==> config.mk <==
export PLATFORM = sky130hd
export DESIGN_NAME = dtc_trace
export DESIGN_NICKNAME = d
export VERILOG_FILES = /design/src/logic/dtc_pkg.sv /design/src/logic/dtc_trace.sv
export SDC_FILE = /design/constraint.sdc
export NUM_CORES = 1
export LEC_CHECK = 0
export BUFFER_PORTS_ARGS = -buffer_cell sky130_fd_sc_hd__buf_2
export CAP_MARGIN = 15
export CORE_MARGIN = 2
export CORE_UTILIZATION = 50
export DETAILED_ROUTE_END_ITERATION = 16
export PLACE_DENSITY = 0.7
export SLEW_MARGIN = 5
export SYNTH_ARGS = -nofsm -noshare
export SYNTH_HDL_FRONTEND = slang
export SYNTH_SLANG_ARGS = --single-unit
export TNS_END_PERCENT = 1
==> constraint.sdc <==
create_clock -name SYS_CLK -period 5.75 [get_ports SYS_CLK]
set_input_delay 0.2875 -clock SYS_CLK [delete_from_list [all_inputs] [get_ports SYS_CLK]]
set_output_delay 0.2875 -clock SYS_CLK [all_outputs]
set_load 0.02 [all_outputs]
==> src/logic/dtc_pkg.sv <==
// Constants, types and field layout of the debug trace and compare registers
package dtc_pkg;

  // ***********************************************************
  // Register addresses, byte registers
  // ***********************************************************
  localparam logic [3:0] ADDR_CMP_A_HIGH    = 4'h0;
  localparam logic [3:0] ADDR_CMP_A_LOW     = 4'h1;
  localparam logic [3:0] ADDR_CMP_B_HIGH    = 4'h2;
  localparam logic [3:0] ADDR_CMP_B_LOW     = 4'h3;
  localparam logic [3:0] ADDR_FIFO_HIGH     = 4'h4;
  localparam logic [3:0] ADDR_FIFO_LOW      = 4'h5;
  localparam logic [3:0] ADDR_CONTROL       = 4'h6;
  localparam logic [3:0] ADDR_FORCED_RESET  = 4'h7;

  // ***********************************************************
  // Field positions and reset values
  // ***********************************************************
  localparam int         BIT_FORCE_RESET    = 0;
  localparam logic [7:0] RESET_BYTE         = 8'h00;
  localparam logic [15:0] RESET_WORD        = 16'h0000;
  localparam logic [3:0] RESET_COUNT        = 4'h0;
  localparam int         FIFO_DEPTH         = 8;
  localparam int         FIFO_LAST          = FIFO_DEPTH - 1;
  localparam logic [3:0] FIFO_FULL_COUNT    = 4'h8;

  // ***********************************************************
  // Trigger modes
  // ***********************************************************
  localparam logic [3:0] TRG_A_ONLY         = 4'h0;
  localparam logic [3:0] TRG_A_OR_B         = 4'h1;
  localparam logic [3:0] TRG_A_THEN_B       = 4'h2;
  localparam logic [3:0] TRG_EVENT_B        = 4'h3;
  localparam logic [3:0] TRG_A_THEN_EVENT_B = 4'h4;
  localparam logic [3:0] TRG_A_AND_B_DATA   = 4'h5;
  localparam logic [3:0] TRG_A_NOT_B_DATA   = 4'h6;
  localparam logic [3:0] TRG_INSIDE         = 4'h7;
  localparam logic [3:0] TRG_OUTSIDE        = 4'h8;

  // ***********************************************************
  // Types
  // ***********************************************************
  // Control register, bit 7 down to bit 0
  typedef struct packed {
    logic module_enable;
    logic arm;
    logic trigger_type_select;
    logic break_request_enable;
    logic cmp_a_direction;
    logic cmp_a_direction_qualify;
    logic cmp_b_direction;
    logic cmp_b_direction_qualify;
  } dtc_ctrl_s;

  localparam dtc_ctrl_s RESET_CTRL = 8'h00;

  // CPU bus cycle seen by the comparators
  typedef struct packed {
    logic        valid;
    logic        read;
    logic [15:0] addr;
    logic [7:0]  data;
  } dtc_bus_s;

  typedef enum logic [1:0] {
    DTC_IDLE = 2'b00,
    DTC_WAIT = 2'b01,
    DTC_FILL = 2'b11
  } dtc_state_e;

endpackage : dtc_pkg

==> src/logic/dtc_trace.sv <==
// Debug comparators, trace FIFO, control and forced-reset registers
module dtc_trace (
  // Clock and reset
  input  wire logic             SYS_CLK,
  input  wire logic             RESET,
  // Register port in the ordinary memory map
  input  wire logic [3:0]       REG_ADDR,
  input  wire logic             REG_WR,
  input  wire logic             REG_RD,
  input  wire logic [7:0]       REG_WDATA,
  output logic      [7:0]       REG_RDATA,
  // Serial background command write port
  input  wire logic [3:0]       BDC_ADDR,
  input  wire logic             BDC_WR,
  input  wire logic [7:0]       BDC_WDATA,
  // CPU observation
  input  wire dtc_pkg::dtc_bus_s CPU_BUS,
  input  wire logic             COF_VALID,
  input  wire logic [15:0]      COF_ADDR,
  input  wire logic [15:0]      LAST_OPCODE_ADDR,
  input  wire logic             MCU_SECURE,
  // Trigger setup held outside this block
  input  wire logic [3:0]       TRIGGER_MODE,
  input  wire logic             BEGIN_TRACE,
  // Status and requests
  output logic                  RUN_ACTIVE_FLAG,
  output logic      [3:0]       FIFO_VALID_COUNT,
  output logic                  MATCH_A_FLAG,
  output logic                  MATCH_B_FLAG,
  output logic                  BREAK_FORCE,
  output logic                  BREAK_TAG,
  output logic                  SYSTEM_RESET_REQ
);

  // ***********************************************************
  // State
  // ***********************************************************
  logic [15:0]          cmp_a;
  logic [15:0]          cmp_b;
  dtc_pkg::dtc_ctrl_s   ctrl;
  dtc_pkg::dtc_state_e  state;
  logic [15:0]          fifo [dtc_pkg::FIFO_DEPTH];
  logic [3:0]           count;
  logic                 seen_a;
  logic                 flag_a;
  logic                 flag_b;
  logic [7:0]           rdata;
  logic                 brk_force;
  logic                 brk_tag;
  logic                 sys_reset;

  logic [15:0]          next_cmp_a;
  logic [15:0]          next_cmp_b;
  dtc_pkg::dtc_ctrl_s   next_ctrl;
  dtc_pkg::dtc_state_e  next_state;
  logic [15:0]          next_fifo [dtc_pkg::FIFO_DEPTH];
  logic [3:0]           next_count;
  logic                 next_seen_a;
  logic                 next_flag_a;
  logic                 next_flag_b;
  logic [7:0]           next_rdata;
  logic                 next_brk_force;
  logic                 next_brk_tag;
  logic                 next_sys_reset;

  // ***********************************************************
  // Comparators and trigger
  // ***********************************************************
  logic        match_a;
  logic        match_b;
  logic        data_b;
  logic        in_range;
  logic        trig;
  logic        event_only;
  logic        begin_mode;

  always_comb begin
    match_a = CPU_BUS.valid && (CPU_BUS.addr == cmp_a) &&
              (!ctrl.cmp_a_direction_qualify ||
               (CPU_BUS.read == ctrl.cmp_a_direction));
    match_b = CPU_BUS.valid && (CPU_BUS.addr == cmp_b) &&
              (!ctrl.cmp_b_direction_qualify ||
               (CPU_BUS.read == ctrl.cmp_b_direction));
    data_b   = CPU_BUS.data == cmp_b[7:0];
    // Range modes: A is the low bound, B the high bound
    in_range = (CPU_BUS.addr >= cmp_a) && (CPU_BUS.addr <= cmp_b);
    event_only = (TRIGGER_MODE == dtc_pkg::TRG_EVENT_B) ||
                 (TRIGGER_MODE == dtc_pkg::TRG_A_THEN_EVENT_B);
    begin_mode = BEGIN_TRACE || event_only;
    case (TRIGGER_MODE)
      dtc_pkg::TRG_A_ONLY: begin
        trig = match_a;
      end
      dtc_pkg::TRG_A_OR_B: begin
        trig = match_a || match_b;
      end
      // A match is remembered for the rest of the run
      dtc_pkg::TRG_A_THEN_B: begin
        trig = seen_a && match_b;
      end
      dtc_pkg::TRG_EVENT_B: begin
        trig = match_b;
      end
      dtc_pkg::TRG_A_THEN_EVENT_B: begin
        trig = seen_a && match_b;
      end
      dtc_pkg::TRG_A_AND_B_DATA: begin
        trig = match_a && data_b;
      end
      dtc_pkg::TRG_A_NOT_B_DATA: begin
        trig = match_a && !data_b;
      end
      dtc_pkg::TRG_INSIDE: begin
        trig = CPU_BUS.valid && in_range;
      end
      dtc_pkg::TRG_OUTSIDE: begin
        trig = CPU_BUS.valid && !in_range;
      end
      default: begin
        trig = 1'b0;
      end
    endcase
  end

  // ***********************************************************
  // Next-state logic
  // ***********************************************************
  logic        armed;
  logic        store;
  logic [15:0] store_word;
  logic        run_end;
  logic        low_read;
  logic        shift;
  logic [15:0] push_word;
  logic        push;
  dtc_pkg::dtc_ctrl_s wr_ctrl;

  always_comb begin
    armed       = ctrl.arm;
    store       = 1'b0;
    store_word  = dtc_pkg::RESET_WORD;
    run_end     = 1'b0;
    next_state  = state;
    next_seen_a = seen_a;
    next_flag_a = flag_a;
    next_flag_b = flag_b;
    next_count  = count;
    next_cmp_a  = cmp_a;
    next_cmp_b  = cmp_b;
    next_ctrl   = ctrl;
    next_rdata  = rdata;
    wr_ctrl     = dtc_pkg::dtc_ctrl_s'(REG_WDATA);

    // Capture while armed
    if (armed) begin
      if (match_a) begin
        next_seen_a = 1'b1;
        next_flag_a = 1'b1;
      end
      if (match_b) begin
        next_flag_b = 1'b1;
      end
      case (state)
        dtc_pkg::DTC_WAIT: begin
          // End trace: newest change-of-flow words, circular
          if (!begin_mode) begin
            if (COF_VALID) begin
              store      = 1'b1;
              store_word = COF_ADDR;
            end
            if (trig) begin
              run_end = 1'b1;
            end
          end else if (trig) begin
            next_state = dtc_pkg::DTC_FILL;
            if (event_only) begin
              store      = 1'b1;
              store_word = {8'h00, CPU_BUS.data};
            end
          end
        end
        dtc_pkg::DTC_FILL: begin
          if (event_only) begin
            store      = match_b;
            store_word = {8'h00, CPU_BUS.data};
          end else begin
            store      = COF_VALID;
            store_word = COF_ADDR;
          end
        end
        default: begin
          next_state = dtc_pkg::DTC_WAIT;
        end
      endcase
      // Count saturates at eight, never counts down
      if (store && count != dtc_pkg::FIFO_FULL_COUNT) begin
        next_count = count + 4'h1;
      end
      if (begin_mode && store &&
          count == dtc_pkg::FIFO_FULL_COUNT - 4'h1) begin
        run_end = 1'b1;
      end
      if (run_end) begin
        next_ctrl.arm = 1'b0;
        next_state    = dtc_pkg::DTC_IDLE;
      end
    end

    // Register writes
    // A control write overrides a run end in the same cycle
    if (REG_WR) begin
      if (REG_ADDR == dtc_pkg::ADDR_CMP_A_HIGH && !armed) begin
        next_cmp_a[15:8] = REG_WDATA;
      end else if (REG_ADDR == dtc_pkg::ADDR_CMP_A_LOW && !armed) begin
        next_cmp_a[7:0] = REG_WDATA;
      end else if (REG_ADDR == dtc_pkg::ADDR_CMP_B_HIGH && !armed) begin
        next_cmp_b[15:8] = REG_WDATA;
      end else if (REG_ADDR == dtc_pkg::ADDR_CMP_B_LOW && !armed) begin
        next_cmp_b[7:0] = REG_WDATA;
      end else if (REG_ADDR == dtc_pkg::ADDR_CONTROL) begin
        next_ctrl = wr_ctrl;
        next_ctrl.module_enable = wr_ctrl.module_enable &&
                                  (!MCU_SECURE || ctrl.module_enable);
        next_ctrl.arm = wr_ctrl.arm && next_ctrl.module_enable;
        if (next_ctrl.arm && !armed) begin
          next_state  = dtc_pkg::DTC_WAIT;
          next_count  = dtc_pkg::RESET_COUNT;
          next_seen_a = 1'b0;
          next_flag_a = 1'b0;
          next_flag_b = 1'b0;
        end else if (!next_ctrl.arm) begin
          next_state  = dtc_pkg::DTC_IDLE;
        end
      end
    end

    // FIFO movement
    // Reads while armed leave the words in place
    low_read  = REG_RD && (REG_ADDR == dtc_pkg::ADDR_FIFO_LOW);
    shift     = (low_read && !armed) || store;
    push      = store || (low_read && !armed);
    push_word = store ? store_word : LAST_OPCODE_ADDR;
    for (int i = 0; i < dtc_pkg::FIFO_DEPTH; i++) begin
      next_fifo[i] = fifo[i];
    end
    if (shift) begin
      for (int i = 0; i < dtc_pkg::FIFO_LAST; i++) begin
        next_fifo[i] = fifo[i + 1];
      end
    end
    if (push) begin
      next_fifo[dtc_pkg::FIFO_LAST] = push_word;
    end

    // Read data
    // Registered, held until the next read
    if (REG_RD) begin
      if (REG_ADDR == dtc_pkg::ADDR_CMP_A_HIGH) begin
        next_rdata = cmp_a[15:8];
      end else if (REG_ADDR == dtc_pkg::ADDR_CMP_A_LOW) begin
        next_rdata = cmp_a[7:0];
      end else if (REG_ADDR == dtc_pkg::ADDR_CMP_B_HIGH) begin
        next_rdata = cmp_b[15:8];
      end else if (REG_ADDR == dtc_pkg::ADDR_CMP_B_LOW) begin
        next_rdata = cmp_b[7:0];
      end else if (REG_ADDR == dtc_pkg::ADDR_FIFO_HIGH) begin
        next_rdata = event_only ? dtc_pkg::RESET_BYTE
                                : fifo[0][15:8];
      end else if (REG_ADDR == dtc_pkg::ADDR_FIFO_LOW) begin
        next_rdata = fifo[0][7:0];
      end else if (REG_ADDR == dtc_pkg::ADDR_CONTROL) begin
        next_rdata = ctrl;
      end else begin
        next_rdata = dtc_pkg::RESET_BYTE;
      end
    end

    // Break requests
    // One-cycle pulse after the run ends
    next_brk_force = run_end && ctrl.break_request_enable &&
                     !ctrl.trigger_type_select;
    next_brk_tag   = run_end && ctrl.break_request_enable &&
                     ctrl.trigger_type_select;

    // Forced reset from background commands only
    next_sys_reset = BDC_WR && (BDC_ADDR == dtc_pkg::ADDR_FORCED_RESET) &&
                     BDC_WDATA[dtc_pkg::BIT_FORCE_RESET];
  end

  // ***********************************************************
  // Registers
  // ***********************************************************
  always_ff @(posedge SYS_CLK) begin
    if (RESET) begin
      cmp_a     <= dtc_pkg::RESET_WORD;
      cmp_b     <= dtc_pkg::RESET_WORD;
      ctrl      <= dtc_pkg::RESET_CTRL;
      state     <= dtc_pkg::DTC_IDLE;
      for (int i = 0; i < dtc_pkg::FIFO_DEPTH; i++) begin
        fifo[i] <= dtc_pkg::RESET_WORD;
      end
      count     <= dtc_pkg::RESET_COUNT;
      seen_a    <= 1'b0;
      flag_a    <= 1'b0;
      flag_b    <= 1'b0;
      rdata     <= dtc_pkg::RESET_BYTE;
      brk_force <= 1'b0;
      brk_tag   <= 1'b0;
      sys_reset <= 1'b0;
    end else begin
      cmp_a     <= next_cmp_a;
      cmp_b     <= next_cmp_b;
      ctrl      <= next_ctrl;
      state     <= next_state;
      for (int i = 0; i < dtc_pkg::FIFO_DEPTH; i++) begin
        fifo[i] <= next_fifo[i];
      end
      count     <= next_count;
      seen_a    <= next_seen_a;
      flag_a    <= next_flag_a;
      flag_b    <= next_flag_b;
      rdata     <= next_rdata;
      brk_force <= next_brk_force;
      brk_tag   <= next_brk_tag;
      sys_reset <= next_sys_reset;
    end
  end

  // ***********************************************************
  // Outputs
  // ***********************************************************
  assign REG_RDATA        = rdata;
  assign RUN_ACTIVE_FLAG  = ctrl.arm && ctrl.module_enable;
  assign FIFO_VALID_COUNT = count;
  assign MATCH_A_FLAG     = flag_a;
  assign MATCH_B_FLAG     = flag_b;
  assign BREAK_FORCE      = brk_force;
  assign BREAK_TAG        = brk_tag;
  assign SYSTEM_RESET_REQ = sys_reset;

endmodule : dtc_trace

==> results.sh, run 1 <==
export IMPL_outcome="finished, final reports clean"
export IMPL_grt_first_pass_wirelength_mm=32.89
export IMPL_vias=7055
export IMPL_grt_ovfl_total=0
export IMPL_ant_nets=0
export IMPL_grt_antenna_before_repair=0
export IMPL_setup_tns_ns=0
export IMPL_timing_fmax_mhz=254.5
export IMPL_synth_top_cell_by_area="dfxtp_1"
export IMPL_drive_above_1_share_pct=15.67
export IMPL_fp_dieW_um=137.6
export IMPL_cpMaxStageDelayCell="a21oi_4"
export IMPL_cp_end_kind="flop"
export IMPL_synth_edf_count=0
export IMPL_finClkSkew_ns=0.007802
export IMPL_path_cells="inv_1 > ha_1 > a21oi_1 > o21ai_0 > a221oi_1 > a31oi_1 > o21ai_0 > a31oi_4 > a21oi_4 > buf_12 > mux2i_1"
export IMPL_cts_resized=0
export IMPL_synth_yosys_seq_area_share_pct=42.20
export IMPL_tightestPinTransition_ns=1.121
export IMPL_hold_viol=0
export IMPL_synth_async_reset_ratio_pct=0
export IMPL_ys_warn_count=0
export IMPL_setup_viol=0
export IMPL_timing_critical_path_mode_cell="o21ai_0"
export IMPL_post_synth_cell_area_avg_um2=9.091
export IMPL_syn_num_nets=1109
export IMPL_via_per_inst=5.465
export IMPL_synth_top_area_share_pct=42.20
export IMPL_path_buf_inv=2
export IMPL_dpl_hpwl_mm=14.63
export IMPL_critPathArrivalTime_ns=4.28
export IMPL_synth_seq_cells=188
export IMPL_startpoint_type="flop"
export IMPL_grtUsageTotal_pct=22.40
export IMPL_synth_area_top_cells="dfxtp_1, mux2i_1, nand2_1, ha_1, nor2_1"
export IMPL_dieArea_um2=18920
export IMPL_crit_path_max_incr_delay_ns=0.57
export IMPL_place_inst=1260
export IMPL_ioPinCount=112
export IMPL_numPortBuffers=104
export IMPL_final_cell_mix="nand2_1, dfxtp_1, mux2i_1"
export IMPL_wl_per_cell_um=15.86
export IMPL_period_needed_ns=3.930
export IMPL_p_leak_nw=4.629
export IMPL_cts_buffers=17
export IMPL_ys_types=58
export IMPL_p_total_mw=2.614
export IMPL_maxSlewHeadroom_pct=24.56
export IMPL_finalWirelength_mm=20.48
export IMPL_synthFlopType="dfxtp_1"
export IMPL_final_nets=1182
export IMPL_rsz0062_at_grt="no"
export IMPL_cts_sinks=188
export IMPL_p_per_area_nw_per_um2=259.4
export IMPL_worst_setup_path_type="reg2reg"
export IMPL_cap_violations=0
export IMPL_grt_max_degree=95
export IMPL_drc=0
export IMPL_dr_pass1_iters=5
export IMPL_clock_latency_ns=0.43
export IMPL_cts_max_path_buffers=2
export IMPL_fp_row_count=48
export IMPL_worstPathMaxFanout=67
export IMPL_gp_congestion=0.8726
export IMPL_clk_pin_slew_worst_paths_ns=0.07
export IMPL_drv_slew=0
export IMPL_area_growth_pct=12.99
export IMPL_netlist_instances=981
export IMPL_synth_area_um2=8919
export IMPL_cts_tree="done"
export IMPL_antenna_cells=0
export IMPL_peakVddDrop_v=0.0002140
export IMPL_critPathRequiredTime_ns=6.10
export IMPL_die_y_um=137.6
export IMPL_crit_family="compound AO/OA/AOI/OAI gates"
export IMPL_holdBufCountCts=0
export IMPL_min_path_type="in2reg"
export IMPL_h_tree_depth=4
export IMPL_final_common_cell="nand2_1"
export IMPL_initial_core_util_pct=51.38
export IMPL_finalCritPeriodShare_pct=68.34
export IMPL_fin_cells=1291
export IMPL_first_iter_violations=554
export IMPL_grt_pass1_vias=6361
export IMPL_cts_setup_buffers=0
export IMPL_cts_root_buf="clkbuf_16"
export IMPL_core_um2=17360
-- where the power goes --
part	switching (mW)	total [mW]	leakage, nW	internal [mW]
sequential	0.00620	1.32	1.52	1.31
clock	0.514	1.12	0.270	0.604
combinational	0.111	0.181	2.84	0.0700
total	0.631	2.61	4.63	1.98
-- cells in the mapped netlist (9+ instances only) --
cell type / count
nand2_1: 193
dfxtp_1: 188
mux2i_1: 167
nor2_1: 69
a21oi_1: 50
inv_1: 43
clkbuf_1: 40
ha_1: 34
o21ai_0: 23
mux2_2: 16
buf_6: 10
nand4_1: 10
a221oi_1: 9
a32oi_1: 9
xor2_1: 9
-- kinds of logic after synthesis --
group           Yosys count  synth area share (%)
mux                     183                 20.76
simple gates            332                 16.18
buf+inv                 101                 5.149
xor+xnor                 10                0.9821
fa+ha+maj                34                 4.770
compound gates          133                 9.961
flops                   188                 42.20
-- final timing paths --
kind           startpoint  cells past startpoint  slack, ns                to
min reg2reg  fifo[0][119]                      2       0.45      fifo[0][103]
min           BDC_ADDR[3]                      2       0.02  SYSTEM_RESET_REQ
max reg2reg      cmp_b[5]                     11       1.82       fifo[0][62]
max              cmp_b[5]                     11       1.82       fifo[0][62]
-- per-stage QoR --
step	hold slack, ns	utilization [%]	worst slack, ns	area, µm²
after global placement	0.4355	54.82	2.006	9514
after detailed placement	0.4441	54.82	1.962	9514
final	0.02178	58.06	1.820	10080
after floorplan	0.3641	-	2.966	8919
after global routing	0.01581	58.06	1.690	10080
after CTS	0.003307	58.06	1.918	10080
-- final cells by class --
class	instances	area [µm²]
clock inverter	10	82.58
tap	225	281.5
inverter	44	167.7
timing repair buffer	111	598.1
sequential	188	3764
multi-input combinational	692	4703
clock buffer	21	480.5
fill	1518	7279
-- registers in the layout, summed over array words and instances, names as in the netlist --
register	count
fifo	128
cmp_a	16
cmp_b	16
REG_RDATA	8
ctrl	7
FIFO_VALID_COUNT	4
state	2
BREAK_FORCE	1
BREAK_TAG	1
MATCH_A_FLAG	1
MATCH_B_FLAG	1
SYSTEM_RESET_REQ	1
armed	1
seen_a	1
-- per-layer routing --
layer	part of all wire, %	routed length, µm	vias up	track usage, %
met5	0	0	-	0
met4	1.7	358	0	7.503
met3	5.9	1209	31	4.084
met2	43	8769	194	32.31
met1	50	10140	3261	33.44
li1	-	-	3569	-
(Power assumes the default switching activity.)
==> inputs of run 2 (changes only) <==
- clock period: 5.75 -> 3.7 ns (I/O delays scaled with it)
==> run 2 against run 1 <==
Effect of this change: design area up 2.1%; first-iteration DRC count up 16%; setup slack worse by 1.5 ns; non-clock buffer count up 21; clock power up 52%; clock skew down 0.0012 ns; utilization up 1.2 points; global-route usage up 0.57 points; largest power group unchanged.
==> results.sh, run 2 (synthesis results as in run 1) <==
export IMPL_fill_cells=1533
export IMPL_fp_dieW_um=137.6
export IMPL_tightestPinTransition_ns=1.006
export IMPL_final_common_cell="nand2_1"
export IMPL_finClkSkew_ns=0.006609
export IMPL_grt_max_degree=142
export IMPL_setup_tns_ns=0
export IMPL_h_tree_depth=4
export IMPL_timing_rr_start="cmp_b[7]"
export IMPL_dpl_hpwl_mm=15.08
export IMPL_cap_violations=0
export IMPL_fp_row_count=48
export IMPL_area_growth_pct=15.35
export IMPL_critPathRequiredTime_ns=4.02
export IMPL_ioPinCount=112
export IMPL_critPathArrivalTime_ns=3.70
export IMPL_cp_end_kind="flop"
export IMPL_worstPathMaxFanout=36
export IMPL_dr_pass1_iters=6
export IMPL_cts_resized=0
export IMPL_initial_core_util_pct=51.38
export IMPL_rr_endpoint="fifo[0][110]"
export IMPL_final_nets=1203
export IMPL_clk_pin_slew_worst_paths_ns=0.07
export IMPL_crit_path_max_incr_delay_ns=0.58
export IMPL_cts_sinks=188
export IMPL_fin_cells=1313
export IMPL_grt_first_pass_wirelength_mm=33.64
export IMPL_outcome="finished, final reports clean"
export IMPL_multi_input_area_um2=4703
export IMPL_core_um2=17360
export IMPL_vias=7223
export IMPL_p_total_mw=4.036
export IMPL_crit_family="simple AND/OR/NAND/NOR gates"
export IMPL_place_inst=1272
export IMPL_startpoint_type="flop"
export IMPL_drc=0
export IMPL_top_regs="fifo: 128 flops, cmp_a: 16 flops, cmp_b: 16 flops"
export IMPL_peakVddDrop_v=0.0003648
export IMPL_largest_register="fifo"
export IMPL_dieArea_um2=18920
export IMPL_setup_viol=0
export IMPL_reg2reg_depth=11
export IMPL_cts_tree="done"
export IMPL_cpMaxStageDelayCell="or4b_4"
export IMPL_timing_fmax_mhz=295.3
export IMPL_cts_root_buf="clkbuf_16"
export IMPL_cts_max_path_buffers=2
export IMPL_grt_antenna_before_repair=0
export IMPL_p_per_area_nw_per_um2=392.3
export IMPL_regToRegSetupSlack_ns=0.31
export IMPL_grt_pass1_vias=6600
export IMPL_worst_setup_path_type="reg2reg"
export IMPL_crit_cells=11
export IMPL_grt_ovfl_total=0
export IMPL_cts_setup_buffers=0
export IMPL_drive_above_1_share_pct=16.36
export IMPL_min_delay_start="COF_ADDR[8]"
export IMPL_fin_ws_ns=0.3134
export IMPL_largest_reg_flops=128
export IMPL_rsz0062_at_grt="no"
export IMPL_wl_per_cell_um=15.90
export IMPL_die_y_um=137.6
export IMPL_critPathCapture="fifo[0][110]"
export IMPL_clock_latency_ns=0.43
export IMPL_crit_start="cmp_b[7]"
export IMPL_seqCellArea_um2=3764
export IMPL_drv_slew=0
export IMPL_min_path_type="in2reg"
export IMPL_via_per_inst=5.501
export IMPL_finalWirelength_mm=20.87
export IMPL_numPortBuffers=104
export IMPL_final_cell_mix="nand2_1, dfxtp_1, mux2i_1"
export IMPL_gp_congestion=0.8691
export IMPL_preCtsSetupSlack_ns=0.3588
export IMPL_antenna_cells=0
export IMPL_path_buf_inv=3
export IMPL_ant_nets=0
export IMPL_finalCritPeriodShare_pct=91.53
export IMPL_first_iter_violations=642
export IMPL_period_needed_ns=3.387
export IMPL_timing_critical_path_mode_cell="buf_12"
export IMPL_timing_hold_ws_ns=0.02081
export IMPL_maxSlewHeadroom_pct=32.67
export IMPL_hold_viol=0
export IMPL_grtUsageTotal_pct=22.97
export IMPL_p_leak_nw=4.743
export IMPL_cts_buffers=17
export IMPL_path_cells="inv_1 > ha_1 > nand4_1 > nor4_1 > a31oi_1 > or4b_4 > a31oi_4 > a21oi_4 > buf_12 > buf_12 > mux2i_1"
==> run 2: cell types whose count changed in the layout (fill, tap and decap cells not counted), moves of 3 or more <==
cell and change:
dlygate4sd3_1 +9, buf_4 +8, inv_6 +3, buf_12 +4
==> run 2: worst min path at each step <==
stage / to / depth (start not counted) / slack, ns
after floorplan: SYSTEM_RESET_REQ / 1 / 0.26
after global placement: SYSTEM_RESET_REQ / 2 / 0.35
after detailed placement: SYSTEM_RESET_REQ / 2 / 0.36
after CTS: fifo[0][120] / 3 / 0.002
after global routing: fifo[0][120] / 3 / 0.04
final: fifo[0][120] / 3 / 0.02
==> run 2: stage by stage <==
stage | util (%) | instance area, µm²
detailed placement | 55.62 | 9654
CTS | 59.27 | 10290
finish | 59.27 | 10290
global route | 59.27 | 10290
global placement | 55.62 | 9654
floorplan | - | 8919
==> run 2: repair_timing <==
action | 4_1_cts | 5_1_grt
hold endpoints to repair | 8 | 0
hold buffers | 9 | 0
endpoints found under the setup margin | 0 | 0
==> run 2: layout make-up <==
class | instances | share of cell area, %
Multi-Input combinational cell | 692 | 45.72
Sequential cell | 188 | 36.58
Timing Repair Buffer | 132 | 8.052
Clock buffer | 21 | 4.476
Tap cell | 225 | 2.737
Inverter | 44 | 1.630
Clock inverter | 11 | 0.8027
==> run 2: report_power, final <==
group / total (mW) / switching [mW] / internal (mW)
registers: 2.04 / 0.00934 / 2.03
logic: 0.294 / 0.175 / 0.119
clock network: 1.70 / 0.795 / 0.904
==> run 2: layer usage <==
layer,vias to the layer above,routed length [µm],global-route usage (%),part of all wire [%]
met3,30,1461,4.746,7.0
met2,230,8915,32.89,43
met1,3337,10090,33.86,48
li1,3626,-,-,-
met4,0,405,8.362,1.9
met5,-,0,0,0
==> run 2: tightest hold or removal path: stages <==
cell and delay (ns):
buf_2 0.09, nand2_1 0.05, mux2i_1 0.07
==> inputs of run 3 (changes only) <==
- CORE_MARGIN: 2 -> 4
==> run 3 against run 2 <==
Effect of this change: wire length is 2.0% higher; sequential share of layout area is 0.20 points lower; hold slack worse by 0.0012 ns; combinational power hardly changed; setup slack better by 0.078 ns; register-to-register slack better by 0.08 ns; non-clock buffer count is 5 higher; via count is 0.50% lower; design area is 0.55% higher; power is 1.7% higher; utilization is 0.12 points higher.
==> results.sh, run 3 (synthesis results as in run 1) <==
export IMPL_wl_met1_mm=10.36
export IMPL_rsz0062_at_grt="no"
export IMPL_worst_setup_path_type="reg2reg"
export IMPL_period_needed_ns=3.309
export IMPL_timing_critical_path_mode_cell="buf_4"
export IMPL_cts_buffers=17
export IMPL_cp_end_kind="flop"
export IMPL_finClkSkew_ns=0.01013
export IMPL_p_leak_nw=4.785
export IMPL_largest_register="fifo"
export IMPL_clk_pin_slew_worst_paths_ns=0.07
export IMPL_numPortBuffers=104
export IMPL_timing_rr_start="cmp_b[5]"
export IMPL_min_path_type="in2reg"
export IMPL_initial_core_util_pct=51.21
export IMPL_finalCritPeriodShare_pct=89.42
export IMPL_ant_nets=0
export IMPL_hold_viol=0
export IMPL_final_nets=1208
export IMPL_grtUsageTotal_pct=21.20
export IMPL_grt_pass1_vias=6639
export IMPL_maxSlewHeadroom_pct=34.73
export IMPL_area_growth_pct=15.98
export IMPL_worstPathMaxFanout=17
export IMPL_wl_per_cell_um=16.16
export IMPL_final_cell_mix="nand2_1, dfxtp_1, mux2i_1"
export IMPL_grt_first_pass_wirelength_mm=34.11
export IMPL_drive_above_1_share_pct=16.94
export IMPL_critPathRequiredTime_ns=4.06
export IMPL_fp_row_count=48
export IMPL_grt_max_degree=78
export IMPL_finalWirelength_mm=21.29
export IMPL_dr_wl_met2_mm=9.070
export IMPL_setup_viol=0
export IMPL_h_tree_depth=4
export IMPL_setup_tns_ns=0
export IMPL_fp_dieW_um=141.6
export IMPL_core_um2=17420
export IMPL_path_cells="inv_1 > ha_1 > a21oi_1 > o21ai_0 > a221oi_1 > a31oi_1 > or4b_4 > a31oi_4 > buf_4 > o21a_1 > buf_4 > mux2i_1"
export IMPL_ioPinCount=112
export IMPL_startpoint_type="flop"
export IMPL_cts_root_buf="clkbuf_16"
export IMPL_cts_tree="done"
export IMPL_via_per_inst=5.457
export IMPL_top_regs="fifo: 128 flops, cmp_a: 16 flops, cmp_b: 16 flops"
export IMPL_p_per_area_nw_per_um2=396.9
export IMPL_drv_slew=0
export IMPL_outcome="finished, final reports clean"
export IMPL_crit_family="compound AO/OA/AOI/OAI gates"
export IMPL_tightestPinTransition_ns=0.9754
export IMPL_path_buf_inv=3
export IMPL_cts_resized=0
export IMPL_timing_fmax_mhz=302.2
export IMPL_clock_latency_ns=0.43
export IMPL_rr_endpoint="fifo[0][125]"
export IMPL_dpl_hpwl_mm=15.31
export IMPL_crit_path_max_incr_delay_ns=0.57
export IMPL_antenna_cells=0
export IMPL_cpMaxStageDelayCell="or4b_4"
export IMPL_die_y_um=141.6
export IMPL_min_delay_start="COF_ADDR[9]"
export IMPL_regToRegSetupSlack_ns=0.39
export IMPL_cap_violations=0
export IMPL_critPathArrivalTime_ns=3.67
export IMPL_hold_path_cell_count=3
export IMPL_grt_antenna_before_repair=0
export IMPL_drc=0
export IMPL_final_common_cell="nand2_1"
export IMPL_vias=7187
export IMPL_top_layer="met4"
export IMPL_cts_sinks=188
export IMPL_p_total_mw=4.106
export IMPL_peakVddDrop_v=0.0003394
export IMPL_dieArea_um2=20040
export IMPL_dr_pass1_iters=5
export IMPL_cts_max_path_buffers=2
export IMPL_min_to="fifo[0][121]"
export IMPL_wl_met3_mm=1.550
export IMPL_largest_reg_flops=128
export IMPL_gp_congestion=0.9131
export IMPL_reg2reg_depth=12
export IMPL_grt_ovfl_total=0
export IMPL_first_iter_violations=558
## run 3: repair_timing
action | 4_1_cts | 5_1_grt
buffers inserted | 0 | 3
endpoints found under the hold margin | 7 | 0
endpoints found under the setup margin | 0 | 4
hold buffers | 8 | 0
## run 3: through the flow
| step | utilization (%) | hold WS (ns) | setup slack [ns] | cell area [µm²] | std cells |
|---|---|---|---|---|---|
| finish | 59.39 | 0.01964 | 0.3914 | 10340 | 1317 |
| global route | 59.39 | 0.01102 | 0.2200 | 10340 | 1317 |
| CTS | 59.16 | 0.004919 | 0.2203 | 10300 | 1313 |
| detailed placement | 55.45 | 0.3546 | 0.2736 | 9657 | 1274 |
| global placement | 55.45 | 0.3539 | 0.3380 | 9657 | 1274 |
| floorplan | - | 0.2616 | 0.9164 | 8919 | 981 |
## run 3: layer usage
metal,GRT usage (%),up-vias
met5,0,-
li1,-,3635
met3,5.123,27
met4,5.556,0
met2,31.40,240
met1,30.97,3285
## run 3: area by class of cell
cell class              instances  area [µm²]
repair buffers                137       860.8
fillers                      1550        7073
flip-flops and latches        188        3764
clock inverters                14       141.4
clock buffers                  17       425.4
multi-input cells             692        4703
well taps                     225       281.5
inverters                      44       167.7
## run 3: report_power, final
group	internal [mW]	leakage, nW	switching, mW
sequential	2.03	1.52	0.00879
combinational	0.119	2.99	0.175
clock	0.943	0.278	0.826
## run 3: how the worst max path moves through the flow
stage	slack, ns	from	end	cells after the start
floorplan	0.92	cmp_a[14]	fifo[0][120]	12
global placement	0.34	cmp_a[15]	fifo[0][111]	12
detailed placement	0.27	cmp_a[15]	fifo[0][97]	12
CTS	0.22	cmp_b[5]	fifo[0][100]	12
global route	0.22	cmp_b[3]	fifo[0][127]	11
finish	0.39	cmp_b[5]	fifo[0][125]	12
## run 3: worst reg2reg max path, cell delays in order (launching register included)
cell	delay (ns)
dfxtp_1	0.39
inv_1	0.10
ha_1	0.31
a21oi_1	0.14
o21ai_0	0.13
a221oi_1	0.40
a31oi_1	0.16
or4b_4	0.57
a31oi_4	0.25
buf_4	0.18
o21a_1	0.12
buf_4	0.26
mux2i_1	0.22
